--- config.mk ---
export PLATFORM = sky130hd
export DESIGN_NAME = pfeu_top
export DESIGN_NICKNAME = d
export VERILOG_FILES = /design/src/pfeu_pkg.sv /design/src/pfeu_reset_pulse.sv /design/src/pfeu_top.sv
export SDC_FILE = /design/constraint.sdc
export NUM_CORES = 1
export LEC_CHECK = 0
export BUFFER_PORTS_ARGS = -buffer_cell sky130_fd_sc_hd__clkbuf_2
export CAP_MARGIN = 20
export CORE_MARGIN = 1
export CORE_UTILIZATION = 50
export DETAILED_ROUTE_END_ITERATION = 16
export GPL_ROUTABILITY_DRIVEN = 0
export GPL_TIMING_DRIVEN = 0
export PLACE_DENSITY = 0.77
export SLEW_MARGIN = 10
export SYNTH_ARGS = -nofsm -noshare
export SYNTH_HDL_FRONTEND = slang
export SYNTH_SLANG_ARGS = --single-unit
--- constraint.sdc ---
create_clock -name clk_in -period 15.4 [get_ports clk_in]
set_input_delay 3.08 -clock clk_in [delete_from_list [all_inputs] [get_ports clk_in]]
set_output_delay 3.08 -clock clk_in [all_outputs]
set_load 0.005 [all_outputs]
--- src/pfeu_pkg.sv ---
// Functional notes
// RL1 - System reset request bit 2 resets system except debug logic. Code shows this request at reset_ctrl_out bit 1.
// RL2 - Core-only reset bit 0 resets just the processor.
// RL3 - Dedicated fault handlers dispatch only when their enable bits are set.
// RL4 - Use fault without enabled handler escalates to escalated fault.
// RL5 - Cache maintenance bus errors are reported asynchronous and imprecise.
// RL6 - Imprecise cache bus error never escalates when enabled, never locks up.
// RL7 - Software follows cache maintenance with a data sync barrier.
// RL8 - Uncorrectable cache ECC error raises a bus error fault.
// RL9 - Strongly ordered write bus error may report imprecise.
// RL10 - Entry may start before write buffer drains; stacked pc may differ.
// RL11 - Entry stacks r0-r3, r12, pc, lr on active stack.
// RL12 - Link register gets a return code naming the saved-frame stack.
// RL13 - Return code bit 2 clear for main stack, set for process stack.
// RL14 - Stacked pc is faulting instruction if incomplete, else next one.
// RL15 - Unsupported opcode raises use fault with undefined opcode flag.
// RL16 - Branch with state bit clear raises use fault with invalid state flag.
// RL17 - Divide by zero with trapping raises use fault with zero divisor flag.
// RL18 - Use fault flags stay set until written one or reset.
// RL19 - Divide trapping active only when trap enable bit is one.
// RL20 - Reset request bits self-clear after the reset takes effect.
package pfeu_pkg;
    localparam int SYS_RESET_BIT = 2;
    localparam int CORE_RESET_BIT = 0;
    localparam int RET_STACK_BIT = 2;
    localparam logic [31:0] RET_CODE_BASE = 32'hFFFFFFF9;
    localparam int FRAME_WORDS = 7;
    localparam int RESET_PULSE_CYCLES = 4;
    localparam int FLAG_UNDEF = 0;
    localparam int FLAG_INVALID_STATE_FLAG = 1;
    localparam int FLAG_ZDIV = 2;
    typedef enum logic [2:0] {
        PFEU_NONE,
        PFEU_PROT,
        PFEU_BUS,
        PFEU_USE,
        PFEU_ESCAL
    } pfeu_exc_t;
    typedef enum logic [1:0] {
        PFEU_IDLE,
        PFEU_STACK,
        PFEU_DONE
    } pfeu_state_t;
endpackage

--- src/pfeu_reset_pulse.sv ---
`timescale 1ns/1ns
module pfeu_reset_pulse #(
    parameter int CYCLES = pfeu_pkg::RESET_PULSE_CYCLES
) (
    input wire logic clk_in,
    input wire logic sys_rst_in,
    input wire logic ce_in,
    input wire logic req_in,
    output logic rst_out,
    output logic busy_out
);
    logic [7:0] cnt_reg;
    wire active = (cnt_reg != 8'h00);
    always_ff @(posedge clk_in) begin
        if (sys_rst_in) begin
            cnt_reg <= 8'h00;
            rst_out <= 1'b0;
        end else if (ce_in) begin
            if (req_in && !active) begin
                cnt_reg <= 8'(CYCLES);
            end else if (active) begin
                cnt_reg <= cnt_reg - 8'h01;
            end
            rst_out <= (req_in && !active) || (cnt_reg > 8'h01);
        end
    end
    assign busy_out = active;
endmodule // pfeu_reset_pulse

--- src/pfeu_top.sv ---
`timescale 1ns/1ns
module pfeu_top (
    input wire logic clk_in,
    input wire logic sys_rst_in,
    input wire logic ce_in,
    input wire logic sys_reset_req_in,
    input wire logic core_reset_req_in,
    input wire logic protection_handler_enable_in,
    input wire logic bus_error_handler_enable_in,
    input wire logic use_fault_handler_enable_in,
    input wire logic zero_divisor_trap_enable_in,
    input wire logic prot_violation_in,
    input wire logic bus_error_precise_in,
    input wire logic bus_error_so_write_in,
    input wire logic cache_maint_error_in,
    input wire logic ecc_uncorrectable_in,
    input wire logic undefined_opcode_in,
    input wire logic branch_state_clear_in,
    input wire logic divide_zero_in,
    input wire logic instr_completed_in,
    input wire logic [31:0] fault_pc_in,
    input wire logic [31:0] next_pc_in,
    input wire logic process_stack_active_in,
    input wire logic [31:0] main_stack_pointer_in,
    input wire logic [31:0] process_stack_pointer_in,
    input wire logic [31:0] gpr_in [0:4],
    input wire logic [31:0] lr_in,
    input wire logic [2:0] flag_clear_in,
    input wire logic frame_ack_in,
    output logic system_reset_out,
    output logic core_reset_out,
    output logic [1:0] reset_ctrl_out,
    output logic [2:0] exc_out,
    output logic exc_valid_out,
    output logic bus_imprecise_out,
    output logic [2:0] use_flags_out,
    output logic frame_we_out,
    output logic [31:0] frame_addr_out,
    output logic [31:0] frame_data_out,
    output logic [31:0] exception_return_code_out,
    output logic entry_done_out
);
    // ----------------------------------------
    // Reset requests
    // ----------------------------------------
    logic sys_busy;
    logic core_busy;
    logic sys_rst_pulse;
    logic core_rst_pulse;
    pfeu_reset_pulse u_sys_pulse (
        .clk_in(clk_in),
        .sys_rst_in(sys_rst_in),
        .ce_in(ce_in),
        .req_in(sys_reset_req_in),
        .rst_out(sys_rst_pulse),
        .busy_out(sys_busy)
    ); // [RL1]
    pfeu_reset_pulse u_core_pulse (
        .clk_in(clk_in),
        .sys_rst_in(sys_rst_in),
        .ce_in(ce_in),
        .req_in(core_reset_req_in),
        .rst_out(core_rst_pulse),
        .busy_out(core_busy)
    ); // [RL2]
    // Core-only reset also clears fault state, but debug logic is never touched here
    wire core_clear = sys_rst_pulse || core_rst_pulse;
    always_ff @(posedge clk_in) begin
        if (sys_rst_in) begin
            system_reset_out <= 1'b0;
            core_reset_out <= 1'b0;
            reset_ctrl_out <= 2'b00;
        end else if (ce_in) begin
            system_reset_out <= sys_rst_pulse; // [RL1]
            core_reset_out <= core_rst_pulse && !sys_rst_pulse; // [RL2]
            reset_ctrl_out <= {sys_busy, core_busy}; // [RL20]
        end
    end

    // ----------------------------------------
    // Fault classification
    // ----------------------------------------
    wire zdiv_fault = divide_zero_in && zero_divisor_trap_enable_in; // [RL17] [RL19]
    wire use_fault = undefined_opcode_in || branch_state_clear_in || zdiv_fault; // [RL15] [RL16]
    // Cache maintenance, ECC and strongly ordered writes all land as imprecise bus errors
    wire bus_imprecise = cache_maint_error_in || ecc_uncorrectable_in || bus_error_so_write_in; // [RL5] [RL8] [RL9]
    wire bus_fault = bus_error_precise_in || bus_imprecise; // [RL8]
    wire any_fault = prot_violation_in || bus_fault || use_fault;
    wire [2:0] flag_set = {zdiv_fault, branch_state_clear_in, undefined_opcode_in};

    // Priority: protection, then bus, then use; disabled handler escalates
    wire [2:0] exc_sel =
        prot_violation_in ? (protection_handler_enable_in ? 3'(pfeu_pkg::PFEU_PROT) : 3'(pfeu_pkg::PFEU_ESCAL)) :
        bus_fault ? (bus_error_handler_enable_in ? 3'(pfeu_pkg::PFEU_BUS) : 3'(pfeu_pkg::PFEU_ESCAL)) :
        use_fault ? (use_fault_handler_enable_in ? 3'(pfeu_pkg::PFEU_USE) : 3'(pfeu_pkg::PFEU_ESCAL)) :
        3'(pfeu_pkg::PFEU_NONE); // [RL3] [RL4] [RL6]

    // ----------------------------------------
    // Sticky use fault flags
    // ----------------------------------------
    logic [2:0] flags_reg;
    always_ff @(posedge clk_in) begin
        if (sys_rst_in) begin
            flags_reg <= 3'h0;
        end else if (ce_in) begin
            if (core_clear) begin
                flags_reg <= 3'h0;
            end else begin
                // Set wins over a simultaneous write-one clear
                flags_reg <= (flags_reg & ~flag_clear_in) | flag_set; // [RL18]
            end
        end
    end
    assign use_flags_out = flags_reg;

    // ----------------------------------------
    // Exception entry and stacking
    // ----------------------------------------
    pfeu_pkg::pfeu_state_t state_reg;
    logic [2:0] idx_reg;
    logic [31:0] frame_reg [0:pfeu_pkg::FRAME_WORDS-1];
    logic [31:0] sp_reg;
    logic psp_reg;
    wire idle = (state_reg == pfeu_pkg::PFEU_IDLE);
    wire take = idle && any_fault && !core_clear;
    // Return address: faulting instruction unless it completed
    wire [31:0] ret_pc = instr_completed_in ? next_pc_in : fault_pc_in; // [RL14]
    wire [31:0] entry_sp = process_stack_active_in ? process_stack_pointer_in : main_stack_pointer_in; // [RL11]
    wire [31:0] ret_code = {pfeu_pkg::RET_CODE_BASE[31:pfeu_pkg::RET_STACK_BIT+1],
        process_stack_active_in, pfeu_pkg::RET_CODE_BASE[pfeu_pkg::RET_STACK_BIT-1:0]}; // [RL12] [RL13]
    wire last_word = (idx_reg == 3'(pfeu_pkg::FRAME_WORDS - 1));
    wire [31:0] word_addr = sp_reg - 32'(({29'h0, idx_reg} + 32'h1) << 2);

    always_ff @(posedge clk_in) begin
        if (sys_rst_in) begin
            state_reg <= pfeu_pkg::PFEU_IDLE;
            idx_reg <= 3'h0;
            sp_reg <= 32'h0;
            psp_reg <= 1'b0;
            exc_out <= 3'h0;
            exc_valid_out <= 1'b0;
            bus_imprecise_out <= 1'b0;
            exception_return_code_out <= 32'h0;
            entry_done_out <= 1'b0;
            frame_we_out <= 1'b0;
            frame_addr_out <= 32'h0;
            frame_data_out <= 32'h0;
            for (int i = 0; i < pfeu_pkg::FRAME_WORDS; i++) begin
                frame_reg[i] <= 32'h0;
            end
        end else if (ce_in) begin
            exc_valid_out <= 1'b0;
            entry_done_out <= 1'b0;
            frame_we_out <= 1'b0;
            if (core_clear) begin
                state_reg <= pfeu_pkg::PFEU_IDLE;
                idx_reg <= 3'h0;
            end else begin
                case (state_reg)
                    pfeu_pkg::PFEU_IDLE: begin
                        if (take) begin
                            // Entry does not wait for buffered writes to drain
                            // so an imprecise error may stack a later context's pc
                            for (int i = 0; i < 5; i++) begin
                                frame_reg[i] <= gpr_in[i];
                            end // [RL11] [RL10]
                            frame_reg[5] <= ret_pc; // [RL14]
                            frame_reg[6] <= lr_in; // [RL11]
                            sp_reg <= entry_sp;
                            psp_reg <= process_stack_active_in;
                            exc_out <= exc_sel; // [RL3] [RL4]
                            exc_valid_out <= 1'b1;
                            bus_imprecise_out <= bus_imprecise && !prot_violation_in; // [RL5]
                            exception_return_code_out <= ret_code; // [RL12]
                            idx_reg <= 3'h0;
                            state_reg <= pfeu_pkg::PFEU_STACK;
                        end
                    end
                    pfeu_pkg::PFEU_STACK: begin
                        frame_we_out <= 1'b1;
                        frame_addr_out <= word_addr; // [RL11]
                        frame_data_out <= frame_reg[idx_reg];
                        if (frame_we_out && frame_ack_in) begin
                            frame_we_out <= 1'b0;
                            if (last_word) begin
                                state_reg <= pfeu_pkg::PFEU_DONE;
                            end else begin
                                idx_reg <= idx_reg + 3'h1;
                            end
                        end
                    end
                    pfeu_pkg::PFEU_DONE: begin
                        // No lockup path: always returns to idle
                        entry_done_out <= 1'b1; // [RL6]
                        state_reg <= pfeu_pkg::PFEU_IDLE;
                    end
                    default: begin
                        state_reg <= pfeu_pkg::PFEU_IDLE;
                    end
                endcase
            end
        end
    end
    // Software is expected to barrier after cache maintenance; nothing here waits on it
endmodule // pfeu_top

; Word level (Yosys, flattened, before mapping)
; Memories as Yosys holds them, arrays and structs flattened. A register that Yosys moved wholly into a read port is not among the register bits.
; Index checks and enable logic that the tools add are counted.
[word_totals]
ff_bits = 104
ramBits = 224
in_bits = 343
out_inout_bits = 110
memories = 1
[op_classes]
addsub = 5
order_cmp = 2
eq_ne = 7
muxes = 43
bitwise_logic = 11
reduce_logical = 35
[memory_table]
columns = memory, depth, width, rd, rd_clocked_by_memory_dff, write_ports, line
row1 = frame_reg, 7, 32, 1, 1, 7, pfeu_top.sv:121  ; logic [31:0] frame_reg [0:pfeu_pkg::FRAME_WORDS-1];
[op_table]
columns = operator, count
row1 = 32-bit two-way mux, 9
row2 = 3-bit two-way mux, 11
row3 = 8-bit two-way mux, 4
row4 = 32-bit by 6-bit subtractor with 32-bit output, 1
row5 = "8-bit by 1-bit > comparator with 1-bit output, second input constant", 2
row6 = 8-bit nonzero test, 2
row7 = "8-bit by 1-bit subtractor with 8-bit output, second input constant", 2
row8 = 1-bit two-way mux, 13
row9 = 1-bit logical OR, 10
row10 = "3-bit != test, second input constant", 3
row11 = 1-bit logical AND, 8
row12 = 2-bit two-way mux, 4
row13 = 4-bit AND reduction, 2
row14 = 1-bit bitwise OR, 7
row15 = 3-bit one-hot mux with 2 select lines, 1
row16 = 1-bit logical NOT, 5
row17 = 5-bit AND reduction, 1
row18 = "3-bit by 1-bit adder with 4-bit output, second input constant", 1
row19 = 2-bit one-hot mux with 2 select lines, 1
row20 = 2-bit AND reduction, 2
row21 = 2-bit nonzero test, 2
row22 = "3-bit by 1-bit adder with 3-bit output, second input constant", 1
row23 = 3-bit bitwise AND, 1
row24 = "3-bit equality test, second input constant", 1
row25 = other kinds (9), 9

; Logic depth before layout (Yosys ltp)
[logic_depth]
depth_word = 14
depth_mapped = 13
mapped_depth_nobuf = 9

; Cells and area by module
; From an unflattened synthesis, not the netlist that was laid out.
[unflattened]
cells_unflattened = 1414
hier_area_um2 = 16625.9
[by_module_without_submodules]
columns = mod, instances, cells_per_inst, area_each_um2
row1 = pfeu_top, 1, 1296, 15587.4
row2 = pfeu_reset_pulse, 2, 59, 519.2

; Worst setup path before layout
; OpenSTA, ideal clock, no wires.
[synth_timing]
path_kind = input port to flip-flop
start = in ce_in
end = mem frame_reg[0][0] (enable)
setup_time_ps = 491
t_arrival_ps = 6928
setup_slack_ps = 7981
stages = 5
n_path_buf = 2
cell_sequence = nor4b_1 > o311a_1 > buf_2 > clkbuf_1 > or2_2
[synth_rtl]
columns = element, line
row1 = "start, declared", pfeu_top.sv:5  ; input wire logic ce_in,
row2 = "end, declared", pfeu_top.sv:121

==> results.yml <==
min_path:
  hp-class: "register to register"
power:
  power.density_nw_per_um2: 130.6
  power_frac_comb_pct: 21.1
  peakVddDrop_mv: 0.09269
  clock_power_share_pct: 33.2
  p_leak_nw: 8.476
  p_sw_mw: 0.7688
  share_seq_of_total_power_pct: 45.8
  power.switching_fraction_pct: 28.32
  intPower_mw: 1.946
  p_total_mw: 2.715
final_layout:
  drive_gt1_share_pct: 31.43
  fin_area_sq_um: 20780
  syn_to_final_growth_pct: 24.87
  multi_input_area_sq_um: 6455
  fillCellCount: 2593
  final_nets: 2267
  largest_reg_flops: 224
  regArea_sq_um: 9429
logic_synthesis:
  synth_top_area_share_pct: 40.41
  synth_top_family_by_area: "simple AND/OR/NAND/NOR gates"
  synth_xor_area_share_pct: 1.631
  synth_adder_area_share_pct: 0.8720
  ys_top_cells_by_area: "edfxtp_1 40%, dfxtp_1 16%, mux2i_1 8.1%"
  syn_avg_cell_area_sq_um: 11.73
  yosysMostFrequentCell: "edfxtp_1"
  synth.distinct_cells: 55
  ys_seq_elements: 359
  yosysSeqAreaShare_pct: 56.65
  syn_inst: 1419
  synth_simple_gate_area_share_pct: 16.00
  yosys.area.top_type: "edfxtp_1"
  synth-compound-area-share_pct: 7.788
  yosys-top-cells-count: "224 x edfxtp_1, 172 x nor2_1, 161 x and2_1, 135 x dfxtp_1, 134 x mux2i_1"
  synthMuxAreaShare_pct: 12.46
  ys_async_sr_fraction_pct: 0
  synth_edf_count: 224
  yosysWarnings: 0
  syn_nets: 1773
  synth-main-ff-cell: "edfxtp_1"
  netlist_area_sq_um: 16640
grt:
  grt_pass1_wl_mm: 71.24
  grt-ovfl-total: 0
  grt_pass1_vias: 12629
  antenna_found_initial: 3
  grt_max_degree: 54
  track_usage_pct: 28.33
routing:
  drtIter0Drc: 946
  drtAntennaViolNets: 0
  drt_drc_violations_left: 0
  vias: 12879
  vias_per_cell: 5.393
  totalWireLength_mm: 48.41
  routedWlPerCell_um: 20.27
  first_pass_iters: 7
setup_path:
  worstPathArrival_ns: 6.26
  end_kind: "register"
  cp_top_family: "buffers and inverters"
  critPathSlowestCell: "or2_4"
  cp.required_ns: 15.59
  critPathBufInv: 5
  r2r_slack_ns: 11.54
  critPathLaunchType: "primary input"
  crit_path_frequent_cell: "buf_16"
  worstPathCellList: "clkbuf_2 > nor4b_1 > o311a_1 > buf_2 > clkbuf_1 > or2_4 > buf_16 > buf_16"
  path_max_fanout: 53
  cp_slowest_stage_delay_ns: 0.63
  crit_type: "primary input to register"
floorplan:
  dieArea_sq_um: 34020
  start_util_pct: 51.02
  core_area_sq_um: 32620
  die_w_um: 184.4
  fp.dieH_um: 184.4
  io_pins: 453
  std_cell_rows: 66
cts:
  insertion_delay_ns: 0.53
  cts-hold-fix-buffers: 0
  ctsResizeCount: 0
  clock-root-buffer: "clkbuf_16"
  cts_inserted_buffers: 39
  htreeDepth: 2
  clk_pin_slew_ns: 0.06
  cts_setup_buffers: 0
  cts.sinks: 359
  cts_buffer_depth: 3
  cts_tree: "done"
outcome:
  outcome: "finished clean"
sta:
  slew_headroom_pct: 36.38
  setup_viol: 0
  period_share_pct: 39.43
  period_minus_slack_ns: 6.072
  finalMaxSlewViolations: 0
  fmax_ghz: 0.1647
  worst_clock_skew_ns: 0.01651
  rsz0062_at_grt: "false"
  tightestPinTransition_ns: 0.9543
  hold_violations: 0
  tns_ns: 0
run:
  drv_cap: 0
placed_design:
  io_buffers: 449
  placed_cell_area_sq_um: 19540
  hpwl_mm: 37.17
## final timing paths
path | from | endpoint | depth (start not counted)
setup / recovery | ce_in | frame_reg[6][30]$_SDFFCE_PP0P_ | 8
hold / removal | frame_addr_out[1]$_SDFFE_PP0P_ | frame_addr_out[1]$_SDFFE_PP0P_ | 2
setup reg to reg | idx_reg[2]$_SDFFE_PP0P_ | frame_addr_out[12]$_SDFFE_PP0P_ | 9
hold reg to reg | frame_addr_out[1]$_SDFFE_PP0P_ | frame_addr_out[1]$_SDFFE_PP0P_ | 2
## power groups by stage
stage / sequential [mW] / combinational, mW / clock [mW]
floorplan: 1.25 / 0.371 / 0
CTS: 1.24 / 0.569 / 0.912
finish: 1.24 / 0.572 / 0.900
global route: 1.26 / 0.630 / 0.950
detailed placement: 1.26 / 0.565 / 0
global placement: 1.26 / 0.538 / 0
## cells in the final DEF, fill, tap and decap left out, drive strengths merged, types with 4 or more instances in the layout
cell and instances:
a211oi 92, a21oi 27, a311oi 8, a32oi 4, and2 161, buf 68
clkbuf 569, clkinv 14, dfxtp 135, edfxtp 224, ha 10, inv 20
mux2i 134, mux4 32, nand2 59, nand2b 4, nand3 10, nand4 4
nor2 172, nor2b 36, nor3 17, nor4 18, o21ai 50, or2 5
or3 5, or4 9, xnor2 25, xor2 6
## final cells by class
type	instances	area share, %
plain buffers	129	3.341
diodes	2	0.02408
repair buffers	453	11.27
inverters	18	0.3251
clock inverters	17	0.6141
well taps	442	2.661
clock buffers	55	5.334
flip-flops and latches	359	45.37
multi-input cells	913	31.06
## layer usage
| metal | share of wire, % | wire length (um) | global-route usage, % | vias up |
|---|---|---|---|---|
| li1 | - | - | - | 6081 |
| met1 | 38 | 18490 | 33.62 | 6059 |
| met2 | 50 | 24430 | 50.40 | 620 |
| met3 | 7.4 | 3559 | 4.940 | 119 |
| met4 | 4.0 | 1929 | 12.00 | 0 |
| met5 | 0 | 0 | 0 | - |
## cell families (layout without fill, tap and decap cells)
group | Yosys count | after routing
buffers and inverters | 147 | 672
AOI/OAI and AO/OA | 195 | 195
DFF | 359 | 359
and+or+nand+nor | 508 | 508
muxes | 167 | 167
xor gates and xnor gates | 31 | 31
adders and majority gates | 11 | 11
other | 1 | 3
## worst min-delay path, delay by kind of cell, from the launching register on
kind               cells  cell delay [ns]
DFF                    1             0.31
and+or+nand+nor        1             0.05
AOI/OAI and AO/OA      1             0.05
## stage by stage
| stage | hold WS (ns) | util (%) | std cells | setup WS (ns) |
|---|---|---|---|---|
| after floorplan | 0.4322 | - | 1419 | 7.981 |
| after global placement | 0.4410 | 59.61 | 2310 | 6.215 |
| after detailed placement | 0.4493 | 59.91 | 2314 | 8.814 |
| after CTS | 0.4567 | 63.70 | 2386 | 9.345 |
| after global routing | 0.4842 | 63.71 | 2387 | 9.175 |
| final | 0.4574 | 63.71 | 2388 | 9.328 |
Power figures use the tool's default switching activity.
